## src/common/stkg_map.svh

```systemverilog
// register offsets, field positions, reset values and timing figures of the
// sidetone and keyclick control bank.
// assumes inclusion by bare name from the design modules, the checker and the bench.
`ifndef STKG_MAP_SVH
`define STKG_MAP_SVH

// ----------------------------------------------------------------------------
// register offsets
// ----------------------------------------------------------------------------
`define STKG_ADDR_W 6
`define STKG_ADDR_MIXER 6'h03
`define STKG_ADDR_AUDIO2 6'h04

// ----------------------------------------------------------------------------
// mixer_gain_control fields
// ----------------------------------------------------------------------------
`define STKG_MUTE_BIT 15
`define STKG_GAIN_MSB 14
`define STKG_GAIN_LSB 8
`define STKG_MICROPHONE_SELECT_MSB 7
`define STKG_MICROPHONE_SELECT_LSB 5
`define STKG_MICROPHONE_TO_CONVERTER_BIT 4
`define STKG_CELLPHONE_TO_CONVERTER_BIT 3
`define STKG_STFLAG_BIT 0

// ----------------------------------------------------------------------------
// audio_control_two fields
// ----------------------------------------------------------------------------
`define STKG_CLKEN_BIT 15
`define STKG_AMP_MSB 14
`define STKG_AMP_LSB 12
`define STKG_RATE_BIT 11
`define STKG_FREQ_MSB 10
`define STKG_FREQ_LSB 8
`define STKG_LEN_MSB 7
`define STKG_LEN_LSB 4
`define STKG_LFLAG_BIT 3
`define STKG_RFLAG_BIT 2

// ----------------------------------------------------------------------------
// reset values and gain codes
// ----------------------------------------------------------------------------
`define STKG_RST_MUTE 1'b1
`define STKG_RST_GAIN 7'h45
`define STKG_RST_MICROPHONE_SELECT 3'h0
`define STKG_RST_AMP 3'h4
`define STKG_RST_FREQ 3'h4
`define STKG_RST_LEN 4'h1
`define STKG_RST_APPLIED 7'h00
`define STKG_GAIN_ZERO_DB 7'h45
`define STKG_GAIN_MAX 7'h5d

// ----------------------------------------------------------------------------
// timing
// ----------------------------------------------------------------------------
`define STKG_CLK_HZ 50000000
// lowest keyclick tone, in millihertz
`define STKG_CLICK_BASE_MHZ 62500
`define STKG_HALF_CNT_W 19

`endif

```

## src/common/stkg_pkg.sv

```systemverilog
// types shared by the sidetone and keyclick control bank.
// assumes stkg_map.svh is on the include path.
`default_nettype none
package stkg_pkg;
  typedef logic [6:0] stkg_gain_t;

  typedef enum logic [2:0] {
    CLICK_IDLE = 3'b001,
    CLICK_HIGH = 3'b010,
    CLICK_LOW = 3'b100
  } stkg_click_e;
endpackage
`default_nettype wire

```

## src/common/stkg_ramp_if.sv

```systemverilog
// target and applied gain of one soft-stepped gain stage.
// assumes the control module drives target and step, the ramp the rest.
`timescale 1ns/100ps
`default_nettype none
interface stkg_ramp_if;
  import stkg_pkg::*;
  stkg_gain_t target;
  logic stepTick;
  stkg_gain_t applied;
  logic settled;

  modport ctrl (output target, output stepTick, input applied, input settled);
  modport ramp (input target, input stepTick, output applied, output settled);
endinterface
`default_nettype wire

```

## src/hdl/stkg_ramp.sv

```systemverilog
// soft-step ramp: applied gain moves one 0.5 dB code per step toward target.
// assumes stepTick is a one-cycle pulse synchronous to clk.
`timescale 1ns/100ps
`default_nettype none
`include "stkg_map.svh"
module stkg_ramp import stkg_pkg::*; (
  input wire logic clk,
  input wire logic rst_n,
  stkg_ramp_if.ramp port
);
  stkg_gain_t applied;
  stkg_gain_t next_applied;

  always_comb begin
    next_applied = applied;
    if (port.stepTick) begin
      if (applied < port.target) begin
        next_applied = applied + 7'h01;
      end else if (applied > port.target) begin
        next_applied = applied - 7'h01;
      end
    end
  end

  always_ff @(posedge clk) begin
    if (!rst_n) begin
      applied <= `STKG_RST_APPLIED;
    end else begin
      applied <= next_applied;
    end
  end

  assign port.applied = applied;
  // flag follows the comparison so a new target drops it at once
  assign port.settled = (applied == port.target);
endmodule
`default_nettype wire

```

## src/hdl/stkg_ctrl.sv

```systemverilog
// control registers for sidetone gain and mute, cell-phone routing,
// keyclick tone generation and gain soft-step flags.
// assumes all inputs synchronous to clk; wordClkTick pulses once per word clock.
`timescale 1ns/100ps
`default_nettype none
`include "stkg_map.svh"

// Operation
// sidetone mute bit mutes the sidetone path; resets to one
// gain code 0 is -34.5 dB, 0.5 dB steps, codes 93 up give 12 dB
// cell-phone routing bit connects that input to the converter; resets zero
// sidetone settled flag reads one when applied gain equals programmed gain
// click enable starts a keyclick and clears itself after programmed length
// click amplitude field selects level monotonically, medium at reset
// input gain step rate: one step per one or two word clocks
// with AGC on, step rate bit is read-only noise threshold flag
// click frequency doubles per code from 62.5 Hz to 8 kHz
// click length gives two to thirty-two tone periods in steps of two
// left playback settled flag reads one when left gain reaches target
// right playback settled flag reads one when right gain reaches target
// microphone select and routing fields are plain storage resetting zero
// new sidetone gain ramps in 0.5 dB steps, flag low until reached
module stkg_ctrl import stkg_pkg::*; #(
  parameter int CLICK_BASE_HALF = int'((64'(`STKG_CLK_HZ) * 64'd1000) / (64'd2 * 64'(`STKG_CLICK_BASE_MHZ)))
) (
  input wire logic clk,
  input wire logic rst_n,
  input wire logic [`STKG_ADDR_W-1:0] regAddr,
  input wire logic [15:0] regWrData,
  input wire logic regWrite,
  output logic [15:0] regRdData,
  input wire logic wordClkTick,
  input wire logic agcHeadsetOn,
  input wire logic agcHandsetOn,
  input wire logic noiseBelowThreshold,
  input wire logic [6:0] dacLeftTarget,
  input wire logic [6:0] dacRightTarget,
  input wire logic dacStepTwo,
  output logic sidetoneMute,
  output logic [6:0] sidetoneGainApplied,
  output logic signed [7:0] sidetoneGainHalfDb,
  output logic cellphoneToConverter,
  output logic [2:0] microphoneSelect,
  output logic microphoneToConverter,
  output logic inputGainStepRate,
  output logic inputGainStepTick,
  output logic [6:0] dacLeftGainApplied,
  output logic [6:0] dacRightGainApplied,
  output logic clickTone,
  output logic clickActive,
  output logic [2:0] clickAmplitude
);
  localparam int HW = `STKG_HALF_CNT_W;
  localparam logic [HW-1:0] BASE_HALF = CLICK_BASE_HALF[HW-1:0];

  // --------------------------------------------------------------------------
  // address decode
  // --------------------------------------------------------------------------
  function automatic logic regHit(input logic [`STKG_ADDR_W-1:0] addr,
                                  input logic [`STKG_ADDR_W-1:0] offset);
    regHit = (addr == offset);
  endfunction

  logic wrMixer;
  logic wrAudio2;
  assign wrMixer = regWrite && regHit(regAddr, `STKG_ADDR_MIXER);
  assign wrAudio2 = regWrite && regHit(regAddr, `STKG_ADDR_AUDIO2);

  // --------------------------------------------------------------------------
  // register fields
  // --------------------------------------------------------------------------
  stkg_gain_t sidetoneGain;
  stkg_gain_t next_sidetoneGain;
  logic next_sidetoneMute;
  logic next_cellphoneToConverter;
  logic [2:0] next_microphoneSelect;
  logic next_microphoneToConverter;
  logic clickEnable;
  logic next_clickEnable;
  logic [2:0] next_clickAmplitude;
  logic next_inputGainStepRate;
  logic [2:0] clickFrequency;
  logic [2:0] next_clickFrequency;
  logic [3:0] clickLength;
  logic [3:0] next_clickLength;
  logic clickDone;
  logic agcActive;

  assign agcActive = agcHeadsetOn || agcHandsetOn;

  always_comb begin
    next_sidetoneMute = sidetoneMute;
    next_sidetoneGain = sidetoneGain;
    next_microphoneSelect = microphoneSelect;
    next_microphoneToConverter = microphoneToConverter;
    next_cellphoneToConverter = cellphoneToConverter;
    next_clickEnable = clickEnable;
    next_clickAmplitude = clickAmplitude;
    next_inputGainStepRate = inputGainStepRate;
    next_clickFrequency = clickFrequency;
    next_clickLength = clickLength;
    // self-clearing enable
    if (clickDone) begin
      next_clickEnable = 1'b0;
    end
    if (wrMixer) begin
      // mute control
      next_sidetoneMute = regWrData[`STKG_MUTE_BIT];
      next_sidetoneGain = regWrData[`STKG_GAIN_MSB:`STKG_GAIN_LSB];
      // plain storage
      next_microphoneSelect = regWrData[`STKG_MICROPHONE_SELECT_MSB:`STKG_MICROPHONE_SELECT_LSB];
      next_microphoneToConverter = regWrData[`STKG_MICROPHONE_TO_CONVERTER_BIT];
      // routing control
      next_cellphoneToConverter = regWrData[`STKG_CELLPHONE_TO_CONVERTER_BIT];
    end
    if (wrAudio2) begin
      // a write of one in the completion cycle wins and starts a new click
      next_clickEnable = regWrData[`STKG_CLKEN_BIT];
      // amplitude select
      next_clickAmplitude = regWrData[`STKG_AMP_MSB:`STKG_AMP_LSB];
      // write ignored under agc
      if (!agcActive) begin
        next_inputGainStepRate = regWrData[`STKG_RATE_BIT];
      end
      next_clickFrequency = regWrData[`STKG_FREQ_MSB:`STKG_FREQ_LSB];
      next_clickLength = regWrData[`STKG_LEN_MSB:`STKG_LEN_LSB];
    end
  end

  always_ff @(posedge clk) begin
    if (!rst_n) begin
      sidetoneMute <= `STKG_RST_MUTE;
      sidetoneGain <= `STKG_RST_GAIN;
      microphoneSelect <= `STKG_RST_MICROPHONE_SELECT;
      microphoneToConverter <= 1'b0;
      cellphoneToConverter <= 1'b0;
      clickEnable <= 1'b0;
      clickAmplitude <= `STKG_RST_AMP;
      inputGainStepRate <= 1'b0;
      clickFrequency <= `STKG_RST_FREQ;
      clickLength <= `STKG_RST_LEN;
    end else begin
      sidetoneMute <= next_sidetoneMute;
      sidetoneGain <= next_sidetoneGain;
      microphoneSelect <= next_microphoneSelect;
      microphoneToConverter <= next_microphoneToConverter;
      cellphoneToConverter <= next_cellphoneToConverter;
      clickEnable <= next_clickEnable;
      clickAmplitude <= next_clickAmplitude;
      inputGainStepRate <= next_inputGainStepRate;
      clickFrequency <= next_clickFrequency;
      clickLength <= next_clickLength;
    end
  end

  // --------------------------------------------------------------------------
  // word clock divider
  // --------------------------------------------------------------------------
  logic wordPhase;
  logic next_wordPhase;
  logic tickHalfRate;

  always_comb begin
    next_wordPhase = wordPhase;
    if (wordClkTick) begin
      next_wordPhase = !wordPhase;
    end
  end

  always_ff @(posedge clk) begin
    if (!rst_n) begin
      wordPhase <= 1'b0;
    end else begin
      wordPhase <= next_wordPhase;
    end
  end

  assign tickHalfRate = wordClkTick && wordPhase;
  // step every one or two word clocks
  assign inputGainStepTick = inputGainStepRate ? tickHalfRate : wordClkTick;

  // --------------------------------------------------------------------------
  // soft-step ramps: sidetone, playback left, playback right
  // --------------------------------------------------------------------------
  stkg_gain_t rampTarget [3];
  logic rampTick [3];
  stkg_gain_t rampApplied [3];
  logic rampSettled [3];

  // sidetone ramps one code per word clock
  assign rampTarget[0] = sidetoneGain;
  assign rampTick[0] = wordClkTick;
  assign rampTarget[1] = dacLeftTarget;
  assign rampTick[1] = dacStepTwo ? tickHalfRate : wordClkTick;
  assign rampTarget[2] = dacRightTarget;
  assign rampTick[2] = dacStepTwo ? tickHalfRate : wordClkTick;

  generate
    for (genvar g = 0; g < 3; g++) begin : gRamp
      stkg_ramp_if rif ();
      assign rif.target = rampTarget[g];
      assign rif.stepTick = rampTick[g];
      assign rampApplied[g] = rif.applied;
      assign rampSettled[g] = rif.settled;
      stkg_ramp uRamp (
        .clk(clk),
        .rst_n(rst_n),
        .port(rif.ramp)
      );
    end
  endgenerate

  // --------------------------------------------------------------------------
  // applied gain outputs
  // --------------------------------------------------------------------------
  logic signed [7:0] next_sidetoneGainHalfDb;
  stkg_gain_t clampedGain;

  always_comb begin
    // codes above the top all give 12 dB
    clampedGain = (rampApplied[0] > `STKG_GAIN_MAX) ? `STKG_GAIN_MAX : rampApplied[0];
    next_sidetoneGainHalfDb = $signed({1'b0, clampedGain}) - $signed({1'b0, `STKG_GAIN_ZERO_DB});
  end

  always_ff @(posedge clk) begin
    if (!rst_n) begin
      sidetoneGainHalfDb <= 8'sh00;
      sidetoneGainApplied <= `STKG_RST_APPLIED;
      dacLeftGainApplied <= `STKG_RST_APPLIED;
      dacRightGainApplied <= `STKG_RST_APPLIED;
    end else begin
      sidetoneGainHalfDb <= next_sidetoneGainHalfDb;
      sidetoneGainApplied <= clampedGain;
      dacLeftGainApplied <= rampApplied[1];
      dacRightGainApplied <= rampApplied[2];
    end
  end

  // --------------------------------------------------------------------------
  // keyclick tone generator
  // --------------------------------------------------------------------------
  stkg_click_e clickState;
  stkg_click_e next_clickState;
  logic [HW-1:0] halfCnt;
  logic [HW-1:0] next_halfCnt;
  logic [4:0] periodCnt;
  logic [4:0] next_periodCnt;
  logic [HW-1:0] halfLast;
  logic [4:0] periodLast;
  logic halfEnd;

  // half period halves per frequency code
  assign halfLast = (BASE_HALF >> clickFrequency) - {{(HW-1){1'b0}}, 1'b1};
  // last period index is twice the code plus one
  assign periodLast = {clickLength, 1'b1};
  assign halfEnd = (halfCnt == halfLast);

  always_comb begin
    next_clickState = clickState;
    next_halfCnt = halfCnt;
    next_periodCnt = periodCnt;
    clickDone = 1'b0;
    case (clickState)
      CLICK_IDLE: begin
        next_halfCnt = '0;
        next_periodCnt = 5'h00;
        // enable starts a click
        if (clickEnable) begin
          next_clickState = CLICK_HIGH;
        end
      end
      CLICK_HIGH: begin
        next_halfCnt = halfCnt + {{(HW-1){1'b0}}, 1'b1};
        if (halfEnd) begin
          next_halfCnt = '0;
          next_clickState = CLICK_LOW;
        end
      end
      CLICK_LOW: begin
        next_halfCnt = halfCnt + {{(HW-1){1'b0}}, 1'b1};
        if (halfEnd) begin
          next_halfCnt = '0;
          // count whole periods
          if (periodCnt == periodLast) begin
            clickDone = 1'b1;
            next_clickState = CLICK_IDLE;
          end else begin
            next_periodCnt = periodCnt + 5'h01;
            next_clickState = CLICK_HIGH;
          end
        end
      end
      default: begin
        next_clickState = CLICK_IDLE;
      end
    endcase
    // software clearing the enable aborts a click in progress
    if (!clickEnable && clickState != CLICK_IDLE) begin
      next_clickState = CLICK_IDLE;
      clickDone = 1'b0;
    end
  end

  always_ff @(posedge clk) begin
    if (!rst_n) begin
      clickState <= CLICK_IDLE;
      halfCnt <= '0;
      periodCnt <= 5'h00;
    end else begin
      clickState <= next_clickState;
      halfCnt <= next_halfCnt;
      periodCnt <= next_periodCnt;
    end
  end

  assign clickTone = (clickState == CLICK_HIGH);
  assign clickActive = (clickState != CLICK_IDLE);

  // --------------------------------------------------------------------------
  // read-back
  // --------------------------------------------------------------------------
  logic [15:0] next_regRdData;

  always_comb begin
    next_regRdData = 16'h0000;
    if (regHit(regAddr, `STKG_ADDR_MIXER)) begin
      next_regRdData[`STKG_MUTE_BIT] = sidetoneMute;
      next_regRdData[`STKG_GAIN_MSB:`STKG_GAIN_LSB] = sidetoneGain;
      next_regRdData[`STKG_MICROPHONE_SELECT_MSB:`STKG_MICROPHONE_SELECT_LSB] = microphoneSelect;
      next_regRdData[`STKG_MICROPHONE_TO_CONVERTER_BIT] = microphoneToConverter;
      next_regRdData[`STKG_CELLPHONE_TO_CONVERTER_BIT] = cellphoneToConverter;
      // sidetone settled flag
      next_regRdData[`STKG_STFLAG_BIT] = rampSettled[0];
    end else if (regHit(regAddr, `STKG_ADDR_AUDIO2)) begin
      next_regRdData[`STKG_CLKEN_BIT] = clickEnable;
      next_regRdData[`STKG_AMP_MSB:`STKG_AMP_LSB] = clickAmplitude;
      // noise flag replaces the rate bit under agc
      next_regRdData[`STKG_RATE_BIT] = agcActive ? noiseBelowThreshold : inputGainStepRate;
      next_regRdData[`STKG_FREQ_MSB:`STKG_FREQ_LSB] = clickFrequency;
      next_regRdData[`STKG_LEN_MSB:`STKG_LEN_LSB] = clickLength;
      // left settled flag
      next_regRdData[`STKG_LFLAG_BIT] = rampSettled[1];
      // right settled flag
      next_regRdData[`STKG_RFLAG_BIT] = rampSettled[2];
    end
  end

  always_ff @(posedge clk) begin
    if (!rst_n) begin
      regRdData <= 16'h0000;
    end else begin
      regRdData <= next_regRdData;
    end
  end
endmodule
`default_nettype wire

```

## config.mk

```make
export PLATFORM = sky130hd
export DESIGN_NAME = stkg_ctrl
export DESIGN_NICKNAME = d
export VERILOG_FILES = /design/src/common/stkg_pkg.sv /design/src/common/stkg_ramp_if.sv /design/src/hdl/stkg_ramp.sv /design/src/hdl/stkg_ctrl.sv
export VERILOG_INCLUDE_DIRS = /design/src /design/src/common
export SDC_FILE = /design/constraint.sdc
export NUM_CORES = 1
export LEC_CHECK = 0
export BUFFER_PORTS_ARGS = -buffer_cell sky130_fd_sc_hd__buf_2
export CORE_MARGIN = 5
export CORE_UTILIZATION = 55
export CTS_CLUSTER_DIAMETER = 60
export CTS_CLUSTER_SIZE = 25
export DETAILED_ROUTE_END_ITERATION = 8
export PLACE_DENSITY = 0.86
export SLEW_MARGIN = 20
export SYNTH_ARGS = -nofsm -noshare
export SYNTH_HDL_FRONTEND = slang
export SYNTH_SLANG_ARGS = --single-unit
```

## constraint.sdc

```tcl
create_clock -name clk -period 7.3 [get_ports clk]
set_input_delay 1.46 -clock clk [delete_from_list [all_inputs] [get_ports clk]]
set_output_delay 1.46 -clock clk [all_outputs]
set_load 0.01 [all_outputs]
```

==> impl_metrics.tcl, run 1 <==
set metrics [dict create \
    overflow 0 \
    hpwl_um 11400 \
    synthFlopType "dfxtp_1" \
    multiInputGateArea_um2 3780 \
    ios 102 \
    num_rows 39 \
    postCtsHoldBufs 0 \
    clockRootBuffer "clkbuf_16" \
    cts.sinks 118 \
    min-delay-path-class "flop to flop" \
    syn_area_um2 6440 \
    r2r_start "clickFrequency[2]" \
    max_slew_margin_pct 32.7 \
    p_leak_nw 3.44 \
    min_to "gRamp[0].rif.target[3]" \
    fp.dieH_um 118 \
    drv_slew 0 \
    totalWireLength_um 15800 \
    layout_commonest_cell "dfxtp_1" \
    cp_max_fo 6 \
    min_delay_path_depth 2 \
    final.setup.tns_ns 0 \
    setup-violations-final 0 \
    critPathRequiredTime_ns 7.64 \
    period_minus_slack_ns 4.37 \
    grt_pass1_wl_um 26700 \
    cap_violations 0 \
    drtIter0Drc 406 \
    regArea_um2 2360 \
    dieWidth_um 118 \
    cp_cell_sequence "buf_2 -> inv_1 -> ha_1 -> nor2b_1 -> o21ai_0 -> a21oi_1 -> a211oi_1 -> inv_1 -> fa_1 -> a21o_1 -> a21oi_1 -> o21bai_1 -> a21oi_1 -> xnor2_1 -> or3_1 -> a21oi_1" \
    via_per_inst 5.66 \
    r2r_end "halfCnt[15]" \
    cts_tree "yes" \
    synth.top_cells.by_area "dfxtp_1, ha_1, xnor2_1, nand2_1, a21oi_1" \
    clock_latency_ns 0.42 \
    ir_drop_uv 209 \
    rsz0062_at_grt "no" \
    ys_types 67 \
    nets 940 \
    max_stage_delay_ns 0.47 \
    yosysSeqAreaShare_pct 36.7 \
    critPathKind "primary input to flop" \
    antenna_found_initial 2 \
    drtPass1Iterations 7 \
    drc 0 \
    clockBufferDepth 2 \
    reg2reg_slack_ns 3.32 \
    rr_worst_depth 10 \
    numCtsBuffers 17 \
    dieArea_um2 14000 \
    synth_top_area_cell "dfxtp_1" \
    slowest_stage "fa_1" \
    final_cell_mix "dfxtp_1, buf_2, nand2_1, nor2_1, a21oi_1" \
    clk_pin_slew_ns 0.06 \
    startpoint_type "primary input" \
    powerDensity_nw_per_um2 208 \
    cts-resized-gates 0 \
    hp-start "gRamp[0].rif.target[3]" \
    ant_nets 0 \
    post_cts_buffers 0 \
    skew_ns 0.00590 \
    synth.avg_cell_area_um2 8.57 \
    synthArstFlopShare_pct 0 \
    drive_above_1_share_pct 17.0 \
    gr-usage-all-layers_pct 23.0 \
    initial_core_util_pct 56.2 \
    wl_per_cell_um 15.8 \
    critPathLaunch "dacLeftTarget[1]" \
    syn_inst 752 \
    syn2layout_area_growth_pct 17.9 \
    fmax_mhz 229 \
    core_um2 11500 \
    cp-end-kind "flop" \
    place_area_um2 6990 \
    worst_pin_slew_ns 1.00 \
    port_buffers 97 \
    ys_seq_elements 118 \
    hold_viol 0 \
    grt_max_degree 59 \
    syn_nets 850 \
    finalCritPeriodShare_pct 59.9 \
    grt_pass1_vias 5488 \
    via_count 5663 \
    postLayoutCellArea_um2 7600 \
    status "finished clean" \
    synth_edf_count 0 \
    yosysWarnings 0 \
    gp_congestion 0.839 \
    netlist.area_leader.share_pct 36.7 \
    fillers 889 \
    cp.arrival_ns 4.71 \
    h-tree-depth 4 \
    cp_common_cell "a21oi_1" \
]
[power breakdown]
| part | switching [mW] | internal (mW) |
|---|---|---|
| Clock | 0.307 | 0.523 |
| Combinational | 0.0496 | 0.0369 |
| Sequential | 0.00927 | 0.655 |
| Total | 0.365 | 1.21 |
[layout make-up]
type / count / area share, %
multi-input combinational: 560 / 49.7
sequential: 118 / 31.1
timing repair buffer: 99 / 6.59
clock buffer: 19 / 5.96
tap: 143 / 2.35
inverter: 46 / 2.27
clock inverter: 13 / 1.94
antenna: 2 / 0.0659
[worst max-delay path: cells and delay by family]
family	cells	cell delay (ns)
AO/OA/AOI/OAI	8	1.55
AND/OR/NAND/NOR	2	0.47
buffers and inverters	3	0.36
XOR/XNOR	1	0.10
adder cells (fa/ha/maj)	2	0.77
[worst max-delay path by stage]
stage,cells past startpoint,to,slack [ns]
3_5_place_dp,16,gRamp[1].uRamp.port.applied[6],2.59
3_3_place_gp,16,gRamp[1].uRamp.port.applied[6],2.70
5_1_grt,16,gRamp[1].uRamp.port.applied[6],2.81
4_1_cts,16,gRamp[1].uRamp.port.applied[6],2.95
6_report,16,gRamp[1].uRamp.port.applied[6],2.93
2_1_floorplan,14,gRamp[2].uRamp.port.applied[6],3.05
[logic make-up after synthesis]
group | Yosys count | share of synthesized area (%)
AO/OA/AOI/OAI | 153 | 15.2
XOR/XNOR | 53 | 7.20
adder cells (fa/ha/maj) | 54 | 10.9
buffers and inverters | 74 | 4.81
flip-flops | 118 | 36.7
multiplexers | 19 | 3.01
other | 1 | 0.0582
AND/OR/NAND/NOR | 280 | 22.1
[through the flow]
step	std cells	utilization, %	power (mW)	setup WS (ns)	hold WS [ns]
finish	1000	66.3	1.58	2.93	0.455
CTS	998	66.2	1.59	2.95	0.456
floorplan	752	-	0.730	3.05	0.436
global placement	966	61.0	0.759	2.70	0.443
detailed placement	966	61.0	0.763	2.59	0.448
global route	1000	66.3	1.64	2.81	0.478
[synthesized netlist by cell type (all sizes together), types with 6 or more instances]
library cell and count:
nor2b 13, o21ai 26, nand2b 8, nor2 69, nor3 11, or3 7
mux2i 16, nand4 17, xnor2 38, a211oi 7, a21o 16, a21oi 55
and2 19, nand3 26, buf 10, dfxtp 118, xor2 15, o211ai 6
and3 6, nand2 76, clkbuf 18, inv 46, a22o 6, ha 50
[routing by layer]
| metal | up-vias | routed length [um] | GRT usage (%) |
|---|---|---|---|
| li1 | 2807 | - | - |
| met1 | 2660 | 6580 | 29.0 |
| met2 | 169 | 7740 | 37.7 |
| met3 | 27 | 1180 | 6.64 |
| met4 | 0 | 325 | 8.32 |
| met5 | - | 0 | 0 |
[sequential cells by signal (all words and copies together), names as in the netlist, 4 cells and up]
register                  count
dacRightGainApplied           7
sidetoneGainApplied           7
periodCnt                     5
halfCnt                      19
gRamp.uRamp.port.applied     21
gRamp.rif.target              7
dacLeftGainApplied            7
regRdData                    15
sidetoneGainHalfDb            8
clickLength                   4
(Power assumes the default switching activity.)
==> run 2, diff against run 1 <==
- ABC_AREA: not set -> 1
- CORE_UTILIZATION: 55 -> 52
- PLACE_DENSITY: 0.86 -> 0.85
- clock period: 7.3 -> 3.8 ns (I/O delays scaled with it)
==> run 2 against run 1 <==
Largest cell class unchanged. Critical path type unchanged. Setup slack got worse by 2.2 ns. Sequential share of layout area down 1.3 points. Hold slack gained 0.0096 ns. Sequential power increased by 100%. Clock power grew 85%.
==> impl_metrics.tcl, run 2 <==
set metrics [dict create \
    grt.busiest_layer "met2" \
    critPathRequiredTime_ns 4.11 \
    via_per_inst 5.22 \
    ys_seq_elements 118 \
    combPwrFrac_pct 12.2 \
    min-delay-path-class "flop to flop" \
    synth_compound_area_share_pct 13.8 \
    cts_tree "yes" \
    drtPass1Iterations 5 \
    final.setup.tns_ns 0 \
    syn_inst 937 \
    fmax_mhz 323 \
    seq_power_share_pct 40.9 \
    cp-end-kind "flop" \
    drc 0 \
    cp_max_fo 9 \
    clockBufferDepth 2 \
    syn2layout_area_growth_pct 18.0 \
    via_count 6383 \
    regArea_um2 2360 \
    worst_pin_slew_ns 0.827 \
    synth_xor_area_share_pct 4.04 \
    multiInputGateArea_um2 3710 \
    fillers 1087 \
    startpoint_type "primary input" \
    synthArstFlopShare_pct 0 \
    critPathKind "primary input to flop" \
    overflow 0 \
    gr-usage-all-layers_pct 22.6 \
    reg_top3 "gRamp.uRamp.port.applied (21), halfCnt (19), regRdData (15)" \
    setup-violations-final 0 \
    clock_latency_ns 0.42 \
    dieArea_um2 15300 \
    cap_violations 0 \
    ios 102 \
    final_util_pct 62.7 \
    diodes 0 \
    drtIter0Drc 397 \
    status "finished clean" \
    ir_drop_uv 261 \
    synth_top_family_by_area "simple AND/OR/NAND/NOR gates" \
    synth_edf_count 0 \
    cts.sinks 118 \
    syn_area_um2 6730 \
    cts-resized-gates 0 \
    clockRootBuffer "clkbuf_16" \
    ant_nets 0 \
    clk_pin_slew_ns 0.05 \
    synth_adder_area_share_pct 10.5 \
    p_leak_nw 3.90 \
    grt_pass1_vias 5819 \
    skew_ns 0.0111 \
    hold_viol 0 \
    dieWidth_um 124 \
    yosysWarnings 0 \
    num_rows 41 \
    final_cell_mix "nand2_1, inv_1, dfxtp_1, buf_2, a21oi_1" \
    yosysSeqAreaShare_pct 35.1 \
    syn_nets 1035 \
    core_um2 12700 \
    period_minus_slack_ns 3.10 \
    synthFlopType "dfxtp_1" \
    max_slew_margin_pct 44.7 \
    antenna_found_initial 1 \
    layout_commonest_cell "nand2_1" \
    synth-simple-area-share_pct 26.8 \
    gp_congestion 0.944 \
    nets 1136 \
    port_buffers 97 \
    wl_per_cell_um 14.0 \
    grt_pass1_wl_um 27300 \
    synth_top_area_cell "dfxtp_1" \
    drv_slew 0 \
    drive_above_1_share_pct 16.1 \
    ys_top_cells_by_count "nand2_1, inv_1, dfxtp_1" \
    ys_types 42 \
    cp.arrival_ns 3.41 \
    largest_reg_flops 21 \
    hpwl_um 12300 \
    p_sw_share_pct 26.3 \
    finalCritPeriodShare_pct 81.5 \
    synth.avg_cell_area_um2 7.18 \
    grtUsageMet1_pct 27.6 \
    synth_most_common_cell "nand2_1" \
    p_int_mw 2.39 \
    totalWireLength_um 17100 \
    use_met3_pct 5.77 \
    postCtsHoldBufs 0 \
    top_register "gRamp.uRamp.port.applied" \
    grt_max_degree 45 \
    netlist.area_leader.share_pct 35.1 \
    synth_mux_area_share_pct 0 \
    p_clk_share_pct 47.0 \
    fp.dieH_um 124 \
    powerDensity_nw_per_um2 409 \
    initial_core_util_pct 53.1 \
    synth.top_cells.by_area "dfxtp_1, nand2_1, ha_1, inv_1, a21oi_1" \
    numCtsBuffers 17 \
    netSwitchingPower_uw 855 \
    met2_usage_pct 37.8 \
    h-tree-depth 4 \
    post_cts_buffers 0 \
    rsz0062_at_grt "no" \
]
-- run 2: cell types whose count changed after synthesis, moves of 8 or more --
cell / previous run / this run
mux2i_1: 16 / 0
a21o_1: 16 / 0
and2_1: 19 / 1
inv_1: 46 / 145
xnor2_1: 38 / 9
nand3_1: 25 / 55
a21oi_1: 54 / 86
nand2_1: 76 / 195
o21ai_0: 23 / 46
nand2b_1: 8 / 0
nor2_1: 69 / 83
nor2b_1: 13 / 0
-- run 2: final timing paths --
check	slack [ns]	cells after the start	start	to
worst max register to register	0.76	17	gRamp[1].uRamp.port.applied[1]	gRamp[1].uRamp.port.applied[6]
worst min register to register	0.46	2	clickAmplitude[0]	clickAmplitude[0]
worst min-delay path	0.46	2	clickAmplitude[0]	clickAmplitude[0]
worst max-delay path	0.70	19	dacLeftTarget[1]	gRamp[1].uRamp.port.applied[6]
-- run 2: logic make-up (layout without fill, tap and decap cells) --
family | after synthesis | count (layout)
fa+ha+maj | 54 | 54
simple gates | 394 | 394
flops | 118 | 118
other cells | 1 | 1
xor+xnor | 31 | 31
buf+inv | 170 | 283
compound gates | 169 | 169
-- run 2: cell type report --
| cell class | instances | area share, % |
|---|---|---|
| multi-input cells | 649 | 46.7 |
| flip-flops and latches | 118 | 29.8 |
| inverters | 150 | 7.16 |
| repair buffers | 102 | 6.59 |
| clock buffers | 22 | 6.10 |
| well taps | 172 | 2.71 |
| clock inverters | 9 | 0.961 |
-- run 2: through the flow --
| stage | setup WS [ns] | instance area, um2 | instances | hold slack, ns | total power, mW |
|---|---|---|---|---|---|
| 4_1_cts | 0.693 | 7940 | 1222 | 0.461 | 3.24 |
| 2_1_floorplan | 0.800 | 6730 | 937 | 0.437 | 1.62 |
| 3_5_place_dp | 0.365 | 7380 | 1191 | 0.454 | 1.74 |
| 6_report | 0.703 | 7940 | 1222 | 0.464 | 3.25 |
| 3_3_place_gp | 0.445 | 7380 | 1191 | 0.455 | 1.73 |
| 5_1_grt | 0.465 | 7940 | 1222 | 0.486 | 3.36 |
-- run 2: critical path, cell delays in order --
cell	delay, ns
buf_2	0.08
inv_1	0.03
ha_1	0.29
inv_1	0.06
nor2_1	0.03
o21a_1	0.16
o21ai_0	0.16
o211ai_1	0.36
ha_1	0.49
a21oi_1	0.20
nand2_1	0.11
a21oi_1	0.14
o21bai_1	0.10
nand2_1	0.08
nand2_1	0.06
nor2_1	0.13
nand2_1	0.06
nand2_1	0.05
nor2_1	0.04
-- run 2: power groups by stage --
stage	Clock [mW]	Combinational (mW)	Sequential, mW
2_1_floorplan	0	0.266	1.35
3_3_place_gp	0	0.374	1.35
3_5_place_dp	0	0.382	1.35
4_1_cts	1.52	0.393	1.33
5_1_grt	1.58	0.446	1.33
6_report	1.53	0.395	1.33
-- run 2: routing by layer --
metal / vias to the layer above / routed length [um]
met5: - / 13
met4: 2 / 540
met3: 50 / 1080
met2: 206 / 8170
met1: 2891 / 7260
li1: 3234 / -
